$ cat src/jrx_pkg.sv
package jrx_pkg;

	// ************************************************************
	// datapath widths
	// ************************************************************
	localparam int NUM_LANES = 8;
	localparam int LANE_W    = 8;
	localparam int NUM_CONV  = 4;
	localparam int SAMPLE_W  = 16;
	localparam int ILAS_W    = 48;

	// ************************************************************
	// register offsets on the serial configuration port
	// ************************************************************
	localparam logic [14:0] ADDR_TPL_CONTROL    = 15'h032C;
	localparam logic [14:0] ADDR_TPL_REF_LOW    = 15'h032D;
	localparam logic [14:0] ADDR_TPL_REF_HIGH   = 15'h032E;
	localparam logic [14:0] ADDR_TPL_RESULT     = 15'h032F;
	localparam logic [14:0] ADDR_LANE_INVERT    = 15'h0334;
	localparam logic [14:0] ADDR_RX_DEVICE_ID   = 15'h0400;
	localparam logic [14:0] ADDR_RX_BANK_ID     = 15'h0401;
	localparam logic [14:0] ADDR_RX_LANE_ADJUST = 15'h0402;
	localparam logic [14:0] ADDR_RX_SCR_LANES   = 15'h0403;
	localparam logic [14:0] ADDR_RX_OCTETS      = 15'h0404;
	localparam logic [14:0] ADDR_RX_FRAMES_MF   = 15'h0405;

	// ************************************************************
	// field positions
	// ************************************************************
	localparam int CTRL_ENABLE_BIT = 0;
	localparam int CTRL_CLEAR_BIT  = 1;
	localparam int CTRL_SEL_LSB    = 2;
	localparam int CTRL_SEL_W      = 2;
	localparam int RESULT_FAIL_BIT = 0;
	localparam int ADJ_DIR_BIT     = 6;
	localparam int PHASE_ADJ_BIT   = 5;
	localparam int SCRAMBLE_BIT    = 7;

	// received configuration octets, masks keep reserved bits zero
	localparam int ILAS_BYTE_DID   = 0;
	localparam int ILAS_BYTE_BID   = 1;
	localparam int ILAS_BYTE_LID   = 2;
	localparam int ILAS_BYTE_SCR_L = 3;
	localparam int ILAS_BYTE_F     = 4;
	localparam int ILAS_BYTE_K     = 5;
	localparam logic [7:0] MASK_LANE_ADJUST = 8'h7F;
	localparam logic [7:0] MASK_SCR_LANES   = 8'h9F;
	localparam logic [7:0] MASK_FRAMES_MF   = 8'h1F;

	// ************************************************************
	// reset values
	// ************************************************************
	localparam logic [7:0] RST_TPL_CONTROL = 8'h00;
	localparam logic [7:0] RST_TPL_REF     = 8'h00;
	localparam logic [7:0] RST_LANE_INVERT = 8'h00;
	localparam logic [7:0] RST_RX_FIELD    = 8'h00;

	// ************************************************************
	// serial frame: 16 instruction bits then 8 data bits
	// ************************************************************
	localparam logic [4:0] INSTR_BITS  = 5'h10;
	localparam logic [4:0] FRAME_BITS  = 5'h18;
	localparam int         READ_BIT    = 15;

endpackage

$ cat src/cfg_bus_if.sv
`timescale 1ns/1ps
`default_nettype none

interface cfg_bus_if;
	logic [14:0] addr;
	logic [7:0]  wdata;
	logic        wr;
	logic [7:0]  rdata;

	modport port_side (
		output addr,
		output wdata,
		output wr,
		input  rdata
	);
	modport reg_side (
		input  addr,
		input  wdata,
		input  wr,
		output rdata
	);
endinterface

`default_nettype wire

$ cat src/serial_cfg_port.sv
`timescale 1ns/1ps
`default_nettype none

module serial_cfg_port
	import jrx_pkg::*;
(
	input  wire logic      clk,
	input  wire logic      rst_n,
	input  wire logic      ce,
	input  wire logic      sclk,
	input  wire logic      cs_n,
	input  wire logic      sdi,
	output var  logic      sdo,
	output var  logic      sdo_oe,
	cfg_bus_if.port_side   bus
);

	// ************************************************************
	// pin synchronisers
	// ************************************************************
	logic       sclk_meta_ff, sclk_sync_ff, sclk_prev_ff;
	logic       cs_meta_ff,   cs_sync_ff;
	logic       sdi_meta_ff,  sdi_sync_ff;

	// ************************************************************
	// frame state
	// ************************************************************
	logic [4:0]  cnt_ff,   nxt_cnt;
	logic [15:0] shift_ff, nxt_shift;
	logic [14:0] addr_ff,  nxt_addr;
	logic [7:0]  wdata_ff, nxt_wdata;
	logic [7:0]  out_ff,   nxt_out;
	logic        read_ff,  nxt_read;
	logic        load_ff,  nxt_load;
	logic        wr_ff,    nxt_wr;
	logic        sdo_ff,   nxt_sdo;
	logic        oe_ff,    nxt_oe;
	logic        rise, fall;

	assign rise = sclk_sync_ff & ~sclk_prev_ff;
	assign fall = ~sclk_sync_ff & sclk_prev_ff;

	always_comb begin
		nxt_cnt   = cnt_ff;
		nxt_shift = shift_ff;
		nxt_addr  = addr_ff;
		nxt_wdata = wdata_ff;
		nxt_out   = out_ff;
		nxt_read  = read_ff;
		nxt_load  = 1'b0;
		nxt_wr    = 1'b0;
		nxt_sdo   = sdo_ff;
		nxt_oe    = oe_ff;
		if (cs_sync_ff) begin
			nxt_cnt  = 5'h00;
			nxt_read = 1'b0;
			nxt_oe   = 1'b0;
		end else begin
			if (rise && cnt_ff < FRAME_BITS) begin
				nxt_shift = {shift_ff[14:0], sdi_sync_ff};
				nxt_cnt   = 5'(cnt_ff + 5'h01);
				if (cnt_ff == 5'(INSTR_BITS - 5'h01)) begin
					nxt_addr = nxt_shift[14:0];
					nxt_read = nxt_shift[READ_BIT];
					nxt_load = nxt_shift[READ_BIT];
				end
				if (cnt_ff == 5'(FRAME_BITS - 5'h01) && !read_ff) begin
					nxt_wdata = nxt_shift[7:0];
					nxt_wr    = 1'b1;
				end
			end
			// read data is sampled one cycle after the address settles
			if (load_ff)
				nxt_out = bus.rdata;
			if (fall && read_ff && cnt_ff >= INSTR_BITS) begin
				nxt_sdo = out_ff[7];
				nxt_out = {out_ff[6:0], 1'b0};
				nxt_oe  = 1'b1;
			end
		end
	end

	always_ff @(posedge clk or negedge rst_n) begin
		if (!rst_n) begin
			sclk_meta_ff <= 1'b0;
			sclk_sync_ff <= 1'b0;
			sclk_prev_ff <= 1'b0;
			cs_meta_ff   <= 1'b1;
			cs_sync_ff   <= 1'b1;
			sdi_meta_ff  <= 1'b0;
			sdi_sync_ff  <= 1'b0;
			cnt_ff       <= 5'h00;
			shift_ff     <= 16'h0000;
			addr_ff      <= 15'h0000;
			wdata_ff     <= 8'h00;
			out_ff       <= 8'h00;
			read_ff      <= 1'b0;
			load_ff      <= 1'b0;
			wr_ff        <= 1'b0;
			sdo_ff       <= 1'b0;
			oe_ff        <= 1'b0;
		end else if (ce) begin
			sclk_meta_ff <= sclk;
			sclk_sync_ff <= sclk_meta_ff;
			sclk_prev_ff <= sclk_sync_ff;
			cs_meta_ff   <= cs_n;
			cs_sync_ff   <= cs_meta_ff;
			sdi_meta_ff  <= sdi;
			sdi_sync_ff  <= sdi_meta_ff;
			cnt_ff       <= nxt_cnt;
			shift_ff     <= nxt_shift;
			addr_ff      <= nxt_addr;
			wdata_ff     <= nxt_wdata;
			out_ff       <= nxt_out;
			read_ff      <= nxt_read;
			load_ff      <= nxt_load;
			wr_ff        <= nxt_wr;
			sdo_ff       <= nxt_sdo;
			oe_ff        <= nxt_oe;
		end
	end

	assign bus.addr  = addr_ff;
	assign bus.wdata = wdata_ff;
	assign bus.wr    = wr_ff;
	assign sdo       = sdo_ff;
	assign sdo_oe    = oe_ff;

endmodule

`default_nettype wire

$ cat src/jesd_rx_test_and_ilas_capture.sv
// Behaviour
// RULE1: software writes an 8-bit register holding the upper byte of the expected sample.
// RULE2: the result bit at position 0 reads 0 when the chosen sample matched and 1 when it differed.
// RULE3: each set bit n of the 8-bit inversion control inverts the data of logical lane n.
// RULE4: the device identifier from the lane 0 configuration data is readable.
// RULE5: the bank identifier from lane 0, extending the device identifier, is readable.
// RULE6: bit 6 shows the received direction in which the local multiframe clock should move.
// RULE7: bit 5 shows the received phase adjustment request from lane 0.
// RULE8: a 5-bit field shows the lane number received in the lane 0 configuration data.
// RULE9: bit 7 shows the received scrambling status, 1 meaning enabled.
// RULE10: a 5-bit field shows the received lane count minus one.
// RULE11: an 8-bit field shows the received octets per frame minus one.
// RULE12: software writes an 8-bit register holding the lower byte of the expected sample.
// RULE13: a 2-bit selector picks which of four converter streams is compared.
// RULE14: the stored test result is cleared while the test clear bit is 1.
// RULE15: the comparison runs only while the test enable bit 0 is 1.
// RULE16: the lane 0 configuration fields are latched on arrival and held until the next or a reset.
`timescale 1ns/1ps
`default_nettype none

module jesd_rx_test_and_ilas_capture
	import jrx_pkg::*;
(
	input  wire logic                          SYS_CLK,
	input  wire logic                          RESET_N,
	input  wire logic                          CLK_EN,
	input  wire logic                          SPI_SCLK,
	input  wire logic                          SPI_CS_N,
	input  wire logic                          SPI_SDI,
	output var  logic                          SPI_SDO,
	output var  logic                          SPI_SDO_OE,
	input  wire logic [NUM_LANES*LANE_W-1:0]   LANE_DATA_IN,
	output var  logic [NUM_LANES*LANE_W-1:0]   LANE_DATA_OUT,
	input  wire logic                          SAMPLE_VALID,
	input  wire logic [NUM_CONV*SAMPLE_W-1:0]  SAMPLE_DATA,
	input  wire logic                          ILAS_CFG_VALID,
	input  wire logic [ILAS_W-1:0]             ILAS_CFG_DATA
);

	// ************************************************************
	// reset release
	// ************************************************************
	logic rst_meta_ff;
	logic rst_n;

	always_ff @(posedge SYS_CLK or negedge RESET_N) begin
		if (!RESET_N) begin
			rst_meta_ff <= 1'b0;
			rst_n       <= 1'b0;
		end else begin
			rst_meta_ff <= 1'b1;
			rst_n       <= rst_meta_ff;
		end
	end

	// ************************************************************
	// serial configuration port
	// ************************************************************
	cfg_bus_if bus ();

	serial_cfg_port u_port (
		.clk    (SYS_CLK),
		.rst_n  (rst_n),
		.ce     (CLK_EN),
		.sclk   (SPI_SCLK),
		.cs_n   (SPI_CS_N),
		.sdi    (SPI_SDI),
		.sdo    (SPI_SDO),
		.sdo_oe (SPI_SDO_OE),
		.bus    (bus.port_side)
	);

	// ************************************************************
	// software written registers
	// ************************************************************
	logic [7:0] tpl_control_ff,        nxt_tpl_control;
	logic [7:0] expected_sample_low,   nxt_expected_sample_low;
	logic [7:0] expected_sample_high,  nxt_expected_sample_high;
	logic [7:0] lane_invert_mask,      nxt_lane_invert_mask;

	always_comb begin
		nxt_tpl_control          = tpl_control_ff;
		nxt_expected_sample_low  = expected_sample_low;
		nxt_expected_sample_high = expected_sample_high;
		nxt_lane_invert_mask     = lane_invert_mask;
		if (bus.wr) begin
			case (bus.addr)
				ADDR_TPL_CONTROL:  nxt_tpl_control = bus.wdata;
				ADDR_TPL_REF_LOW:  nxt_expected_sample_low = bus.wdata; // RULE12
				ADDR_TPL_REF_HIGH: nxt_expected_sample_high = bus.wdata; // RULE1
				ADDR_LANE_INVERT:  nxt_lane_invert_mask = bus.wdata; // RULE3
				default: ;
			endcase
		end
	end

	always_ff @(posedge SYS_CLK or negedge rst_n) begin
		if (!rst_n) begin
			tpl_control_ff       <= RST_TPL_CONTROL;
			expected_sample_low  <= RST_TPL_REF;
			expected_sample_high <= RST_TPL_REF;
			lane_invert_mask     <= RST_LANE_INVERT;
		end else if (CLK_EN) begin
			tpl_control_ff       <= nxt_tpl_control;
			expected_sample_low  <= nxt_expected_sample_low;
			expected_sample_high <= nxt_expected_sample_high;
			lane_invert_mask     <= nxt_lane_invert_mask;
		end
	end

	// ************************************************************
	// short transport test
	// ************************************************************
	logic [CTRL_SEL_W-1:0] transport_test_converter_select;
	logic                  transport_test_enable;
	logic                  transport_test_clear;
	logic [SAMPLE_W-1:0]   chosen_sample;
	logic                  transport_test_mismatch, nxt_transport_test_mismatch;

	assign transport_test_converter_select =
		tpl_control_ff[CTRL_SEL_LSB +: CTRL_SEL_W];
	assign transport_test_enable = tpl_control_ff[CTRL_ENABLE_BIT];
	assign transport_test_clear  = tpl_control_ff[CTRL_CLEAR_BIT];
	assign chosen_sample =
		SAMPLE_DATA[{transport_test_converter_select, 4'h0} +: SAMPLE_W]; // RULE13

	// the failure is sticky so a single bad sample is not missed by a slow read
	always_comb begin
		nxt_transport_test_mismatch = transport_test_mismatch;
		if (transport_test_clear)
			nxt_transport_test_mismatch = 1'b0; // RULE14
		else if (transport_test_enable && SAMPLE_VALID && // RULE15
			chosen_sample != {expected_sample_high, expected_sample_low})
			nxt_transport_test_mismatch = 1'b1; // RULE2
	end

	always_ff @(posedge SYS_CLK or negedge rst_n) begin
		if (!rst_n)
			transport_test_mismatch <= 1'b0;
		else if (CLK_EN)
			transport_test_mismatch <= nxt_transport_test_mismatch;
	end

	// ************************************************************
	// lane inversion
	// ************************************************************
	logic [NUM_LANES*LANE_W-1:0] lane_out_ff, nxt_lane_out;

	always_comb begin
		nxt_lane_out = LANE_DATA_IN;
		for (int n = 0; n < NUM_LANES; n++) begin
			nxt_lane_out[n*LANE_W +: LANE_W] = LANE_DATA_IN[n*LANE_W +: LANE_W]
				^ {LANE_W{lane_invert_mask[n]}}; // RULE3
		end
	end

	always_ff @(posedge SYS_CLK or negedge rst_n) begin
		if (!rst_n)
			lane_out_ff <= '0;
		else if (CLK_EN)
			lane_out_ff <= nxt_lane_out;
	end

	assign LANE_DATA_OUT = lane_out_ff;

	// ************************************************************
	// lane 0 configuration capture
	// ************************************************************
	logic [7:0] rx_device_identifier, nxt_rx_device_identifier;
	logic [7:0] rx_bank_identifier,   nxt_rx_bank_identifier;
	logic [7:0] rx_lane_adjust_ff,    nxt_rx_lane_adjust;
	logic [7:0] rx_scr_lanes_ff,      nxt_rx_scr_lanes;
	logic [7:0] rx_octets_ff,         nxt_rx_octets;
	logic [7:0] rx_frames_mf_ff,      nxt_rx_frames_mf;
	logic       rx_adjust_direction;
	logic       rx_phase_adjust_request;
	logic [4:0] rx_lane_number;
	logic       rx_scramble_flag;
	logic [4:0] rx_lane_count;

	// a partial sequence never disturbs the held copy
	always_comb begin
		nxt_rx_device_identifier = rx_device_identifier;
		nxt_rx_bank_identifier   = rx_bank_identifier;
		nxt_rx_lane_adjust       = rx_lane_adjust_ff;
		nxt_rx_scr_lanes         = rx_scr_lanes_ff;
		nxt_rx_octets            = rx_octets_ff;
		nxt_rx_frames_mf         = rx_frames_mf_ff;
		if (ILAS_CFG_VALID) begin // RULE16
			nxt_rx_device_identifier = ILAS_CFG_DATA[ILAS_BYTE_DID*8 +: 8]; // RULE4
			nxt_rx_bank_identifier   = ILAS_CFG_DATA[ILAS_BYTE_BID*8 +: 8]; // RULE5
			nxt_rx_lane_adjust =
				ILAS_CFG_DATA[ILAS_BYTE_LID*8 +: 8] & MASK_LANE_ADJUST;
			nxt_rx_scr_lanes =
				ILAS_CFG_DATA[ILAS_BYTE_SCR_L*8 +: 8] & MASK_SCR_LANES;
			nxt_rx_octets = ILAS_CFG_DATA[ILAS_BYTE_F*8 +: 8]; // RULE11
			nxt_rx_frames_mf =
				ILAS_CFG_DATA[ILAS_BYTE_K*8 +: 8] & MASK_FRAMES_MF;
		end
	end

	always_ff @(posedge SYS_CLK or negedge rst_n) begin
		if (!rst_n) begin
			rx_device_identifier <= RST_RX_FIELD;
			rx_bank_identifier   <= RST_RX_FIELD;
			rx_lane_adjust_ff    <= RST_RX_FIELD;
			rx_scr_lanes_ff      <= RST_RX_FIELD;
			rx_octets_ff         <= RST_RX_FIELD;
			rx_frames_mf_ff      <= RST_RX_FIELD;
		end else if (CLK_EN) begin
			rx_device_identifier <= nxt_rx_device_identifier;
			rx_bank_identifier   <= nxt_rx_bank_identifier;
			rx_lane_adjust_ff    <= nxt_rx_lane_adjust;
			rx_scr_lanes_ff      <= nxt_rx_scr_lanes;
			rx_octets_ff         <= nxt_rx_octets;
			rx_frames_mf_ff      <= nxt_rx_frames_mf;
		end
	end

	assign rx_adjust_direction     = rx_lane_adjust_ff[ADJ_DIR_BIT]; // RULE6
	assign rx_phase_adjust_request = rx_lane_adjust_ff[PHASE_ADJ_BIT]; // RULE7
	assign rx_lane_number          = rx_lane_adjust_ff[4:0]; // RULE8
	assign rx_scramble_flag        = rx_scr_lanes_ff[SCRAMBLE_BIT]; // RULE9
	assign rx_lane_count           = rx_scr_lanes_ff[4:0]; // RULE10

	// ************************************************************
	// read-back
	// ************************************************************
	// unmapped addresses read as zero
	always_comb begin
		case (bus.addr)
			ADDR_TPL_CONTROL:    bus.rdata = tpl_control_ff;
			ADDR_TPL_REF_LOW:    bus.rdata = expected_sample_low;
			ADDR_TPL_REF_HIGH:   bus.rdata = expected_sample_high;
			ADDR_TPL_RESULT:     bus.rdata = {7'h00, transport_test_mismatch}; // RULE2
			ADDR_LANE_INVERT:    bus.rdata = lane_invert_mask;
			ADDR_RX_DEVICE_ID:   bus.rdata = rx_device_identifier; // RULE4
			ADDR_RX_BANK_ID:     bus.rdata = rx_bank_identifier; // RULE5
			ADDR_RX_LANE_ADJUST: bus.rdata = {1'b0, rx_adjust_direction,
				rx_phase_adjust_request, rx_lane_number}; // RULE6
			ADDR_RX_SCR_LANES:   bus.rdata = {rx_scramble_flag, 2'h0,
				rx_lane_count}; // RULE9
			ADDR_RX_OCTETS:      bus.rdata = rx_octets_ff; // RULE11
			ADDR_RX_FRAMES_MF:   bus.rdata = rx_frames_mf_ff;
			default:             bus.rdata = 8'h00;
		endcase
	end

endmodule

`default_nettype wire

$ cat config.mk
export PLATFORM = sky130hd
export DESIGN_NAME = jesd_rx_test_and_ilas_capture
export DESIGN_NICKNAME = d
export VERILOG_FILES = /design/src/jrx_pkg.sv /design/src/cfg_bus_if.sv /design/src/serial_cfg_port.sv /design/src/jesd_rx_test_and_ilas_capture.sv
export SDC_FILE = /design/constraint.sdc
export NUM_CORES = 1
export LEC_CHECK = 0
export BUFFER_PORTS_ARGS = -buffer_cell sky130_fd_sc_hd__buf_2
export CAP_MARGIN = 10
export CORE_UTILIZATION = 53
export DETAILED_ROUTE_END_ITERATION = 7
export GPL_ROUTABILITY_DRIVEN = 0
export GPL_TIMING_DRIVEN = 1
export HOLD_SLACK_MARGIN = 0.08
export PLACE_DENSITY = 0.8
export SKIP_LAST_GASP = 1
export SYNTH_ARGS = -nofsm -noshare
export SYNTH_HDL_FRONTEND = slang
export SYNTH_HIERARCHICAL = 1
export SYNTH_SLANG_ARGS = --single-unit
$ cat constraint.sdc
create_clock -name SYS_CLK -period 8.47 [get_ports SYS_CLK]
set_clock_uncertainty 0.2 [all_clocks]
set_input_delay 0.847 -clock SYS_CLK [delete_from_list [all_inputs] [get_ports SYS_CLK]]
set_output_delay 0.847 -clock SYS_CLK [all_outputs]
set_load 0.05 [all_outputs]
==> results of run 1 <==
path summary, 6_finish.rpt:
kind,end,slack (ns),cells past startpoint,from
max in group asynchronous,rx_scr_lanes_ff[0],6.59,1,rst_n
hold / removal,rst_n,0.16,0,rst_meta_ff
hold reg to reg,rst_n,0.16,0,rst_meta_ff
setup reg to reg,expected_sample_high[3],5.30,4,u_port/bus.addr[1]
setup / recovery,expected_sample_high[3],5.30,4,u_port/bus.addr[1]
min in group asynchronous,LANE_DATA_OUT[46],0.25,0,rst_n
metal layers:
layer | part of all wire (%) | wire, µm
met1 | 40 | 9371
met2 | 50 | 11710
met3 | 6.6 | 1534
met4 | 3.3 | 764
met5 | 0 | 0
power by group through the flow:
stage | clock (mW) | combinational, mW | sequential (mW)
after global routing | 1.01 | 0.384 | 1.14
after CTS | 0.971 | 0.360 | 1.13
after floorplan | 0 | 0.149 | 1.23
after global placement | 0 | 0.348 | 1.14
final | 0.957 | 0.357 | 1.13
after detailed placement | 0 | 0.356 | 1.14
synth_stat cells, types with 2 or more instances:
master and n:
sky130_fd_sc_hd__mux4_2 16, sky130_fd_sc_hd__a32oi_1 5, sky130_fd_sc_hd__buf_4 7, sky130_fd_sc_hd__mux2_1 8
sky130_fd_sc_hd__inv_1 8, sky130_fd_sc_hd__nor2_1 78, sky130_fd_sc_hd__buf_6 3, sky130_fd_sc_hd__nand3b_1 3
sky130_fd_sc_hd__dfrtp_1 202, sky130_fd_sc_hd__nand4_1 7, sky130_fd_sc_hd__clkbuf_1 24, sky130_fd_sc_hd__nand4b_1 2
sky130_fd_sc_hd__a31oi_1 2, sky130_fd_sc_hd__a22oi_1 6, sky130_fd_sc_hd__a222oi_1 10, sky130_fd_sc_hd__dfstp_2 2
sky130_fd_sc_hd__buf_2 9, sky130_fd_sc_hd__o22ai_1 10, sky130_fd_sc_hd__mux2_2 106, sky130_fd_sc_hd__mux2i_1 7
sky130_fd_sc_hd__and4b_1 2, sky130_fd_sc_hd__nor2b_1 4, sky130_fd_sc_hd__a22o_1 4, sky130_fd_sc_hd__and2_1 2
sky130_fd_sc_hd__mux2_4 8, sky130_fd_sc_hd__ha_1 3, sky130_fd_sc_hd__a221oi_1 2, sky130_fd_sc_hd__a21oi_1 76
sky130_fd_sc_hd__nor3_1 3, sky130_fd_sc_hd__nand3_1 8, sky130_fd_sc_hd__o21ai_0 7, sky130_fd_sc_hd__buf_1 6
sky130_fd_sc_hd__o211ai_1 2, sky130_fd_sc_hd__nand2_1 14, sky130_fd_sc_hd__nand2b_1 3, sky130_fd_sc_hd__xnor2_1 79
sky130_fd_sc_hd__xor2_1 2, sky130_fd_sc_hd__and3_1 8, sky130_fd_sc_hd__nor2_2 2
flip-flops by register name (all words and copies together), names as in the netlist, 6 cells and up:
register	flops
rx_octets_ff	8
rx_device_identifier	8
rx_lane_adjust_ff	7
rx_bank_identifier	8
u_port/shift_ff	15
LANE_DATA_OUT	64
tpl_control_ff	8
expected_sample_high	8
expected_sample_low	8
u_port/bus.wdata	8
lane_invert_mask	8
u_port/out_ff	8
u_port/bus.addr	15
rx_scr_lanes_ff	6
critical path, stage by stage, from the launching register on:
cell	delay (ns)
sky130_fd_sc_hd__dfrtp_1	0.84
sky130_fd_sc_hd__nor2b_1	0.39
sky130_fd_sc_hd__nor2b_1	0.70
sky130_fd_sc_hd__and3_1	0.51
sky130_fd_sc_hd__mux2_2	0.38
layout make-up:
class	count	share of cell area (%)
clock buffers	34	5.495
clock inverters	6	0.8113
inverters	8	0.2596
multi-input cells	509	35.88
flip-flops and latches	204	44.19
well taps	225	2.434
repair buffers	247	10.93
logic make-up after synthesis:
| family | after synthesis | synth area share (%) |
|---|---|---|
| buf+inv | 57 | 2.875 |
| compound gates | 131 | 8.532 |
| mux | 145 | 19.24 |
| xor+xnor | 81 | 7.443 |
| flops | 204 | 53.58 |
| fa+ha+maj | 3 | 0.3938 |
| simple gates | 148 | 7.889 |
| other cells | 1 | 0.03934 |
==> results.md, run 1 <==
Outcome:
- The run finished with clean final reports.

STA:
- The number of hold-slack violations in the final timing report is 0.
- The ratio of final minimum period to clock period is 37.40%.
- The setup TNS is 0 ns.
- The actual slew at the worst max-slew pin is 1.001 ns.
- On the final layout, the worst hold slack is 0.1607 ns.
- The achievable clock frequency is 315.7 MHz.
- The final count of pins violating max slew was 0.
- Setup slack on the critical path of the routed design comes to 5.303 ns.
- The routed design could run at a clock period as short as 3.167 ns.
- Setup violations remaining at the end of the flow were counted as 0.
- Setup repair after global routing left no endpoint under its margin.
- The relative slew slack is 33.26%.

GRT:
- The met2 track demand over resource is 42.75%.
- The met1 usage is 32.89%.
- The global routing usage summed across all routing layers is 25.40%.
- The met3 usage in global routing is 4.549%.
- In this run the most used layer during global routing was met2.
- The wire length of the first global-routing pass is 36240 µm.
- The number of global-route vias before repair was 6820.
- Summed over all layers, the global routing overflow is 0.
- The pin count of the biggest net entering global routing is 133.
- The initial antenna violation count is 0.

Finish:
- After routing the design area is 11570 µm².
- The area used by multi-input combinational logic is 4150 µm².
- In the layout the commonest cells are sky130_fd_sc_hd__buf_2, sky130_fd_sc_hd__dfrtp_1, sky130_fd_sc_hd__mux2_2.
- The library cell used most frequently in the layout, excluding fill and tap cells, is sky130_fd_sc_hd__buf_2.
- The fraction of the core area covered by cells at the end of the flow is 66.41%.
- The count of cells in the finished layout, fillers not included, comes to 1233.
- In the final layout, flip-flops and latches occupy 5111 µm².
- Of the cells placed in the final design, the portion with a size suffix greater than 1 is 41.77%.
- 0 antenna diodes ended up in the layout.
- The filler cells instantiated in the layout total 1323.
- In the final design database the tool counted 1179 nets.
- The area growth from synthesis to final layout is 21.34%.

Die:
- The die covers 18520 µm².
- In this run the standard cell core region covers 17420 µm².
- The site row count is 48.
- The chip width is 136.1 µm.
- The count of pins on the block boundary is 250.
- For this configuration, the core starts out at a cell density of 54.73%.
- The y dimension of the die is 136.1 µm.

Synth:
- After synthesis, the largest area contributor takes up 53.03% of total cell area.
- The number of unique standard cell types used by synthesis is 59.
- Yosys mapped a number of flops with a built-in enable equal to 0.
- The cell area after technology mapping is 9532 µm².
- Ranked by total cell area, the synthesized netlist is headed by sky130_fd_sc_hd__dfrtp_1, sky130_fd_sc_hd__mux2_2, sky130_fd_sc_hd__xnor2_1, sky130_fd_sc_hd__a21oi_1, sky130_fd_sc_hd__mux4_2.
- The post-synthesis sequential area ratio is 53.58%.
- For this run, the number of Yosys warnings is 6.
- The register bit count reported by yosys is 204.
- The leading register cell type out of synthesis is sky130_fd_sc_hd__dfrtp_1.
- Of all flip-flops after synthesis, the portion carrying an async set or reset was 100.0%.
- The total nets after synthesis is 957.
- Dividing the synthesized area by the synthesized cell count gives 12.38 µm².
- The dominant cell type by area after synthesis is sky130_fd_sc_hd__dfrtp_1.
- The number of instances in the synthesized netlist is 770.

Worst setup path:
- The data arrival time of the worst path is 3.34 ns.
- The worst setup path is launched from a register.
- The worst setup path is captured at a register.
- Of all nets on the critical path, the largest fanout is 15.
- The worst setup path is of the register to register kind.
- The data required time at the worst endpoint is 8.64 ns.

Clock network:
- The clock passes through at most 3 buffers.
- The TritonCTS clock tree is built.
- In this run the number of H-tree levels came out at 1.
- For the worst-skew pair, the clock arrives at the later sink with an insertion delay of 0.51 ns.
- Buffers inserted to repair hold after CTS numbered 1.
- The number of sinks handled by clock tree synthesis is 204.
- The number of buffers created by CTS is 22.
- After clock tree synthesis, the setup repair step added 0 buffers.
- The clock transition time at the flip-flop clock pins of the worst setup and hold paths is 0.06 ns.
- In this run the clock root is driven by a sky130_fd_sc_hd__clkbuf_16.
- Once the clock tree was built, the resizer swapped 0 gates to a different size.

Place:
- The count of buffers from port buffering is 243.
- The placed instances occupy a cell area of 10830 µm².
- Detailed placement ended at an HPWL of 16480 µm.
- OpenSTA, run right after detailed placement, puts the worst setup slack at 5.027 ns.
- The number of instances in the placed design is 1192.

Power and ir drop:
- Combinational logic burns 14.6% of the power.
- For this design the static power due to leakage is 5.298 nW.
- In this run switching power makes up 26.99% of total power.
- The internal portion of the total power is 1.781 mW.
- In this run the power spent charging and discharging nets is 0.6585 mW.
- In this run the power density over the cells is 210.9 nW/µm².
- The share of total power dissipated in sequential elements is 46.2%.
- In this run, the clock network consumes 39.2% of the power.
- The overall power consumption is 2.440 mW.
- The highest ir drop seen on vdd is 0.1792 mV.

Detailed routing:
- The length of the first detailed-routing pass in iterations is 6.
- Dividing the detail-routed wire length by the instance count gives 18.96 µm.
- The final route contains 6904 vias.
- The detail route stage leaves a number of antenna-violating nets equal to 0.
- The detailed router finished its first iteration with 414 violations.
- The final layout contains routed wiring with a total length of 23380 µm.
- After detailed routing, the number of remaining DRC violations is 0.
- The post-detailed-route via-to-cell ratio is 5.599.

Worst hold path:
- The class of the worst hold path is register to register.

Flow run:
- Max-cap violations in this run came to 0.
(Power assumes the default switching activity.)
==> run 2, diff against run 1 <==
==> constraint.sdc (replaced) <==
create_clock -name SYS_CLK -period 3.15 [get_ports SYS_CLK]
set_clock_uncertainty 0.2 [all_clocks]
set_input_delay 0.315 -clock SYS_CLK [delete_from_list [all_inputs] [get_ports SYS_CLK]]
set_output_delay 0.315 -clock SYS_CLK [all_outputs]
set_load 0.05 [all_outputs]
==> results.md, run 2 (synthesized netlist as in run 1, its figures left out) <==
Outcome:
- The run finished with clean final reports.

Worst hold path:
- The worst hold path startpoint is rst_meta_ff.
- The min-delay analysis places its worst path in the category register to register.
- Along the worst hold path, the cell count comes to 0.

Clock network:
- The number of sinks handled by clock tree synthesis is 204.
- Buffers inserted during clock tree synthesis total 22.
- The later-pin clock latency in the skew report is 0.50 ns.
- Clock-pin slew was measured on the worst setup and hold paths at 0.06 ns.
- The clock tree root driver cell is sky130_fd_sc_hd__clkbuf_16.
- The clock passes through at most 3 buffers.
- TritonCTS built the clock tree.
- After clock tree synthesis, the repair step resized 0 gates.
- In this run the number of H-tree levels came out at 1.

Finish:
- Leaving out fill and tap cells, the most frequent cells in the layout are sky130_fd_sc_hd__buf_2, sky130_fd_sc_hd__dfrtp_1, sky130_fd_sc_hd__dlygate4sd3_1.
- The most common library cell in the layout ignoring fill and taps is sky130_fd_sc_hd__buf_2.
- At the end of the flow, the number of nets in the layout was 1302.
- The area growth from synthesis to final layout is 34.00%.
- The area taken by flip-flops and latches is 5111 µm².
- Summing all multi-input logic gate instances after layout gives 4150 µm².
- In the final layout, the share of cells above drive strength 1 is 38.26%.
- The register with the most flip-flops in the layout has 64 of them.
- Counting the fill cells in the layout gives 1101.

Worst setup path:
- STA classifies the critical path startpoint as a register.
- The kind of capture point of the worst setup path is a register.
- The launch point of the worst reg-to-reg path is u_port/bus.addr[0].
- STA puts the critical path data required time at 3.33 ns.
- The number of cells on the worst reg-to-reg path is 7.
- The maximum fanout encountered on the critical timing path is 15.
- In this run the worst setup path begins at u_port/bus.addr[0].
- The critical path class is register to register.
- The data arrival time of the worst path is 3.06 ns.

STA:
- The total of endpoints with negative setup slack in the final report is 0.
- Subtracting the final worst setup slack from the clock period gives 2.886 ns.
- Setup repair after global routing left no endpoint under its margin.
- The ratio of final minimum period to clock period is 91.63%.
- Adding up every negative setup slack in the final design gives 0 ns.
- The actual slew at the worst max-slew pin is 0.8608 ns.
- The final count of pins violating max slew is 0.
- The relative slew slack is 42.61%.
- The achievable clock frequency is 346.5 MHz.
- The number of hold-slack violations in the final timing report was 0.

Detailed routing:
- Detailed routing inserted a total of 7821 vias.
- In this run, the number of DRC markers left after iteration 0 of detailed routing was 546.
- The post-detailed-route via-to-cell ratio is 5.772.
- The aggregate routed wire length is 28410 µm.
- The final routed wire length divided by cell count is 20.96 µm.
- The length of the first detailed-routing pass in iterations is 7.
- The count of nets left with antenna violations once routing finished came out at 0.
- In the routed design, unresolved DRC markers number 0.

Flow run:
- The number of max-cap violations is 0.

GRT:
- The global route total overflow is 0.
- The number of global-route vias before repair is 8203.
- Entering global routing, the biggest net connects 76 pins.
- The initial antenna violation count is 1.
- The global routing usage summed across all routing layers is 30.93%.
- The first global-routing pass estimated 43730 µm of wire.

Die:
- The floorplan has 48 rows.
- The core box area is 17420 µm².
- The effective utilization at floorplan is 54.73%.
- The chip width is 136.1 µm.
- The y dimension of the die is 136.1 µm.
- The total die area is 18520 µm².
- The count of pins on the block boundary is 250.

Power and ir drop:
- For this design the static power due to leakage is 5.820 nW.
- The overall power consumption is 6.735 mW.
- The highest ir drop seen on vdd is 0.4276 mV.
- The power density relative to cell area is 527.3 nW/µm².

Place:
- The detailed placement HPWL is 16960 µm.
- Buffers placed on the I/O ports in this run total 243.
## run 2: path summary, 6_finish.rpt
check	endpoint	slack, ns
max	u_port/out_ff[1]	0.26
min	rst_n	0.15
min in group asynchronous	lane_invert_mask[6]	0.18
max reg2reg	u_port/out_ff[1]	0.26
min reg2reg	rst_n	0.15
max in group asynchronous	u_port/cs_sync_ff	1.77
## run 2: cell type report
class	count	share of cell area, %
diodes	1	0.01959
clock buffers	34	5.221
clock inverters	4	0.3919
inverters	8	0.2351
multi-input cells	509	32.49
flip-flops and latches	204	40.02
well taps	225	2.204
repair buffers	370	19.42
## run 2: timing repair
action                                 CTS  global route
buffers inserted                         0             0
endpoints found under the hold margin  115             0
hold buffers                           113             0
## run 2: power breakdown
part | switching (mW) | internal [mW] | leakage (nW) | total, mW
clock network | 1.03 | 1.53 | 0.345 | 2.56
registers | 0.200 | 2.85 | 2.54 | 3.05
logic | 0.643 | 0.480 | 2.94 | 1.12
total | 1.87 | 4.87 | 5.82 | 6.73
## run 2: critical path: stages, from the launching register on
cell	delay, ns
sky130_fd_sc_hd__dfrtp_1	0.81
sky130_fd_sc_hd__nor2b_1	0.26
sky130_fd_sc_hd__nor2b_1	0.20
sky130_fd_sc_hd__buf_4	0.17
sky130_fd_sc_hd__a222oi_1	0.65
sky130_fd_sc_hd__nand3_1	0.20
sky130_fd_sc_hd__o22ai_1	0.16
sky130_fd_sc_hd__a21oi_1	0.10
## run 2: per-stage QoR
stage | cell area, µm² | util (%) | cells | setup slack (ns) | hold slack, ns
2_1_floorplan | 9535 | - | 770 | 0.8722 | -0.1806
3_3_place_gp | 10920 | 62.71 | 1203 | 0.5945 | -0.09954
3_5_place_dp | 10920 | 62.71 | 1203 | 0.5743 | -0.09678
4_1_cts | 12770 | 73.32 | 1354 | 0.5180 | 0.1516
5_1_grt | 12770 | 73.33 | 1355 | 0.2433 | 0.1668
6_report | 12770 | 73.33 | 1355 | 0.2636 | 0.1529
## run 2: layer usage
layer | GRT usage, % | up-vias | wire length [µm]
li1 | - | 3445 | -
met1 | 35.70 | 3836 | 10390
met5 | 0 | - | 0
met4 | 18.95 | 0 | 1636
met2 | 52.93 | 417 | 14230
met3 | 6.152 | 123 | 2146
==> run 3, diff against run 2 <==
==> constraint.sdc (replaced) <==
create_clock -name SYS_CLK -period 3.15 [get_ports SYS_CLK]
set_clock_uncertainty 0.2 [all_clocks]
set_input_delay 0 -clock SYS_CLK [delete_from_list [all_inputs] [get_ports SYS_CLK]]
set_output_delay 0 -clock SYS_CLK [all_outputs]
set_load 0.05 [all_outputs]
==> results.md, run 3 (synthesized netlist as in run 1, its figures left out) <==
Worst setup path:
- The worst-case reg-to-reg path depth is 7.
- The worst register-to-register path has a setup slack of 0.005 ns.
- In this run the critical register-to-register path is captured at u_port/out_ff[1].
- The launch point of the worst reg-to-reg path is u_port/bus.addr[0].
- The data required time at the worst endpoint is 3.30 ns.
- The maximum fanout encountered on the critical timing path is 15.
- The kind of capture point of the worst setup path is a register.
- The beginning of the critical path is u_port/bus.addr[0].
- STA classifies the critical path startpoint as a register.
- The critical path is of the register to register type.
- In this run the worst setup path terminates at u_port/out_ff[1].
- The data arrival time of the worst path is 3.29 ns.

Power and ir drop:
- The power density relative to cell area is 523.0 nW/µm².
- The net switching power figure is 2.007 mW.
- The highest ir drop seen on vdd is 0.4132 mV.
- Net switching is 28.39% of the power.
- The combinational cell fraction of total power is 18.4%.
- For this design the static power due to leakage is 6.147 nW.
- Of the total power, registers draw 43.3%.
- The internal portion of the total power is 5.063 mW.
- The design draws 7.070 mW.
- The clock share of power is 38.3%.

Finish:
- The final net count is 1372.
- Of the cells placed in the final design, the portion with a size suffix greater than 1 is 36.25%.
- The flip-flop count of the largest register after layout is 64.
- The filler-free cell count of the finished design is 1426.
- The area growth from synthesis to final layout is 41.83%.
- Once layout is done, the placed cells without fillers occupy 13520 µm².
- Leaving out fill and tap cells, the most frequent cells in the layout are sky130_fd_sc_hd__buf_2, sky130_fd_sc_hd__dfrtp_1, sky130_fd_sc_hd__dlygate4sd3_1.
- Measured on the finished design, the core utilization comes to 77.62%.
- The filler cell count is 935.
- The most common library cell in the layout ignoring fill and taps is sky130_fd_sc_hd__buf_2.

Die:
- The y dimension of the die is 136.1 µm.
- The count of pins on the block boundary is 250.
- The chip width is 136.1 µm.
- The floorplan has 48 rows.
- The total die area is 18520 µm².
- The core box area is 17420 µm².
- The effective utilization at floorplan is 54.73%.

GRT:
- The wire length of the first global-routing pass is 48620 µm.
- Entering global routing, the biggest net connects 87 pins.
- The number of global-route vias before repair is 8748.
- The global route total overflow is 0.
- Across every metal layer, demand over resource in global routing totals 35.17%.
- The initial antenna violation count is 1.

STA:
- The number of hold-slack violations in the final timing report is 0.
- The total of endpoints with negative setup slack in the final report is 0.
- The shortest period the worst path allows is 3.145 ns.
- Once routing completed, OpenROAD measured the worst setup slack at 0.004861 ns.
- The actual slew at the worst max-slew pin is 0.9131 ns.
- Final hold analysis gives a worst-case slack of 0.1083 ns.
- Derived from the worst setup path, the maximum achievable clock frequency is 318.0 MHz.
- The final count of pins violating max slew came to 0.
- The ratio of final minimum period to clock period is 99.85%.
- Adding up every negative setup slack in the final design gives 0 ns.
- The relative slew slack is 39.13%.
- Setup repair after global routing left no endpoint under its margin.

Detailed routing:
- The aggregate routed wire length is 32180 µm.
- The first-iteration detailed-routing DRC count is 929.
- The post-detailed-route via-to-cell ratio is 5.896.
- After detailed routing, the number of remaining DRC violations is 0.
- For this run, the detailed router's first-pass iteration total came to 7.
- The count of nets left with antenna violations once routing finished came out at 0.
- Dividing the detail-routed wire length by the instance count gives 22.56 µm.
- The routed layout has 8408 vias.

Place:
- The detailed placement HPWL is 16700 µm.
- The area of placed instances is 10910 µm².
- The number of instances in the placed design is 1201.
- The minimum setup slack after placement is 0.5773 ns.
- The count of buffers from port buffering is 243.

Clock network:
- The longest clock path from root to sink contains 3 buffers.
- Clock-pin slew was measured on the worst setup and hold paths at 0.07 ns.
- The number of buffers inserted by post-CTS setup repair is 0.
- The number of sinks handled by clock tree synthesis is 204.
- The TritonCTS clock tree is built.
- The level count of the clock H-tree is 1.
- The clock tree root driver cell is sky130_fd_sc_hd__clkbuf_16.
- Clock latency on the worst-skew pair, taken at its later pin, is 0.52 ns.
- The number of buffers created by CTS is 22.

Worst hold path:
- The tightest min-delay check is of the input pin to register type.

Flow run:
- Max-cap violations in this run came to 0.

Outcome:
- The flow ran to the end, and the final reports show no timing, DRC or antenna violations.
-- run 3: cell types whose count changed in the layout (fill, tap and decap cells not counted), sizes merged --
| cell | change |
|---|---|
| clkinvlp | -2 |
| dlygate4sd3 | +72 |
| clkinv | +2 |
| buf | -2 |
| inv | +1 |
-- run 3: worst min-delay path by stage --
stage,start,to,slack (ns),cells past startpoint
finish,LANE_DATA_IN[22],LANE_DATA_OUT[22],0.11,4
global route,LANE_DATA_IN[54],LANE_DATA_OUT[54],0.13,4
CTS,LANE_DATA_IN[39],LANE_DATA_OUT[39],0.11,4
detailed placement,RESET_N,rst_meta_ff,-0.41,1
global placement,RESET_N,rst_meta_ff,-0.41,1
floorplan,RESET_N,rst_meta_ff,-0.50,0
-- run 3: timing repair --
action | in CTS | in global routing
gates resized for setup | 0 | 1
hold buffers | 185 | 0
endpoints found under the setup margin | 0 | 1
endpoints found under the hold margin | 131 | 0
-- run 3: per-layer routing --
metal | GRT usage, % | vias to the layer above | part of all wire, %
li1 | - | 3588 | -
met1 | 40.25 | 4062 | 35
met2 | 59.25 | 590 | 49
met3 | 8.837 | 168 | 9.5
met4 | 21.36 | 0 | 6.3
met5 | 0 | - | 0
-- run 3: critical path: stages, from the launching register on --
cell	delay, ns
sky130_fd_sc_hd__dfrtp_1	0.81
sky130_fd_sc_hd__nor2b_1	0.25
sky130_fd_sc_hd__nor2b_1	0.20
sky130_fd_sc_hd__buf_4	0.18
sky130_fd_sc_hd__a222oi_1	0.71
sky130_fd_sc_hd__nand3_1	0.23
sky130_fd_sc_hd__o22ai_1	0.23
sky130_fd_sc_hd__a21oi_1	0.15
-- run 3: final cells by class --
type | count | area, µm² | area share [%]
antenna | 1 | 2.502 | 0.01851
clock buffer | 34 | 696.9 | 5.155
inverter | 8 | 30.03 | 0.2221
timing repair buffer | 440 | 3186 | 23.56
clock inverter | 5 | 60.06 | 0.4442
tap | 225 | 281.5 | 2.082
multi-input combinational | 509 | 4150 | 30.70
sequential | 204 | 5112 | 37.82
-- run 3: power by group through the flow --
stage / registers [mW] / logic [mW] / clock network (mW)
after global routing: 3.08 / 1.37 / 2.83
after global placement: 3.06 / 0.948 / 0
after detailed placement: 3.07 / 0.971 / 0
after floorplan: 3.31 / 0.401 / 0
after CTS: 3.02 / 1.23 / 2.68
final: 3.06 / 1.30 / 2.71
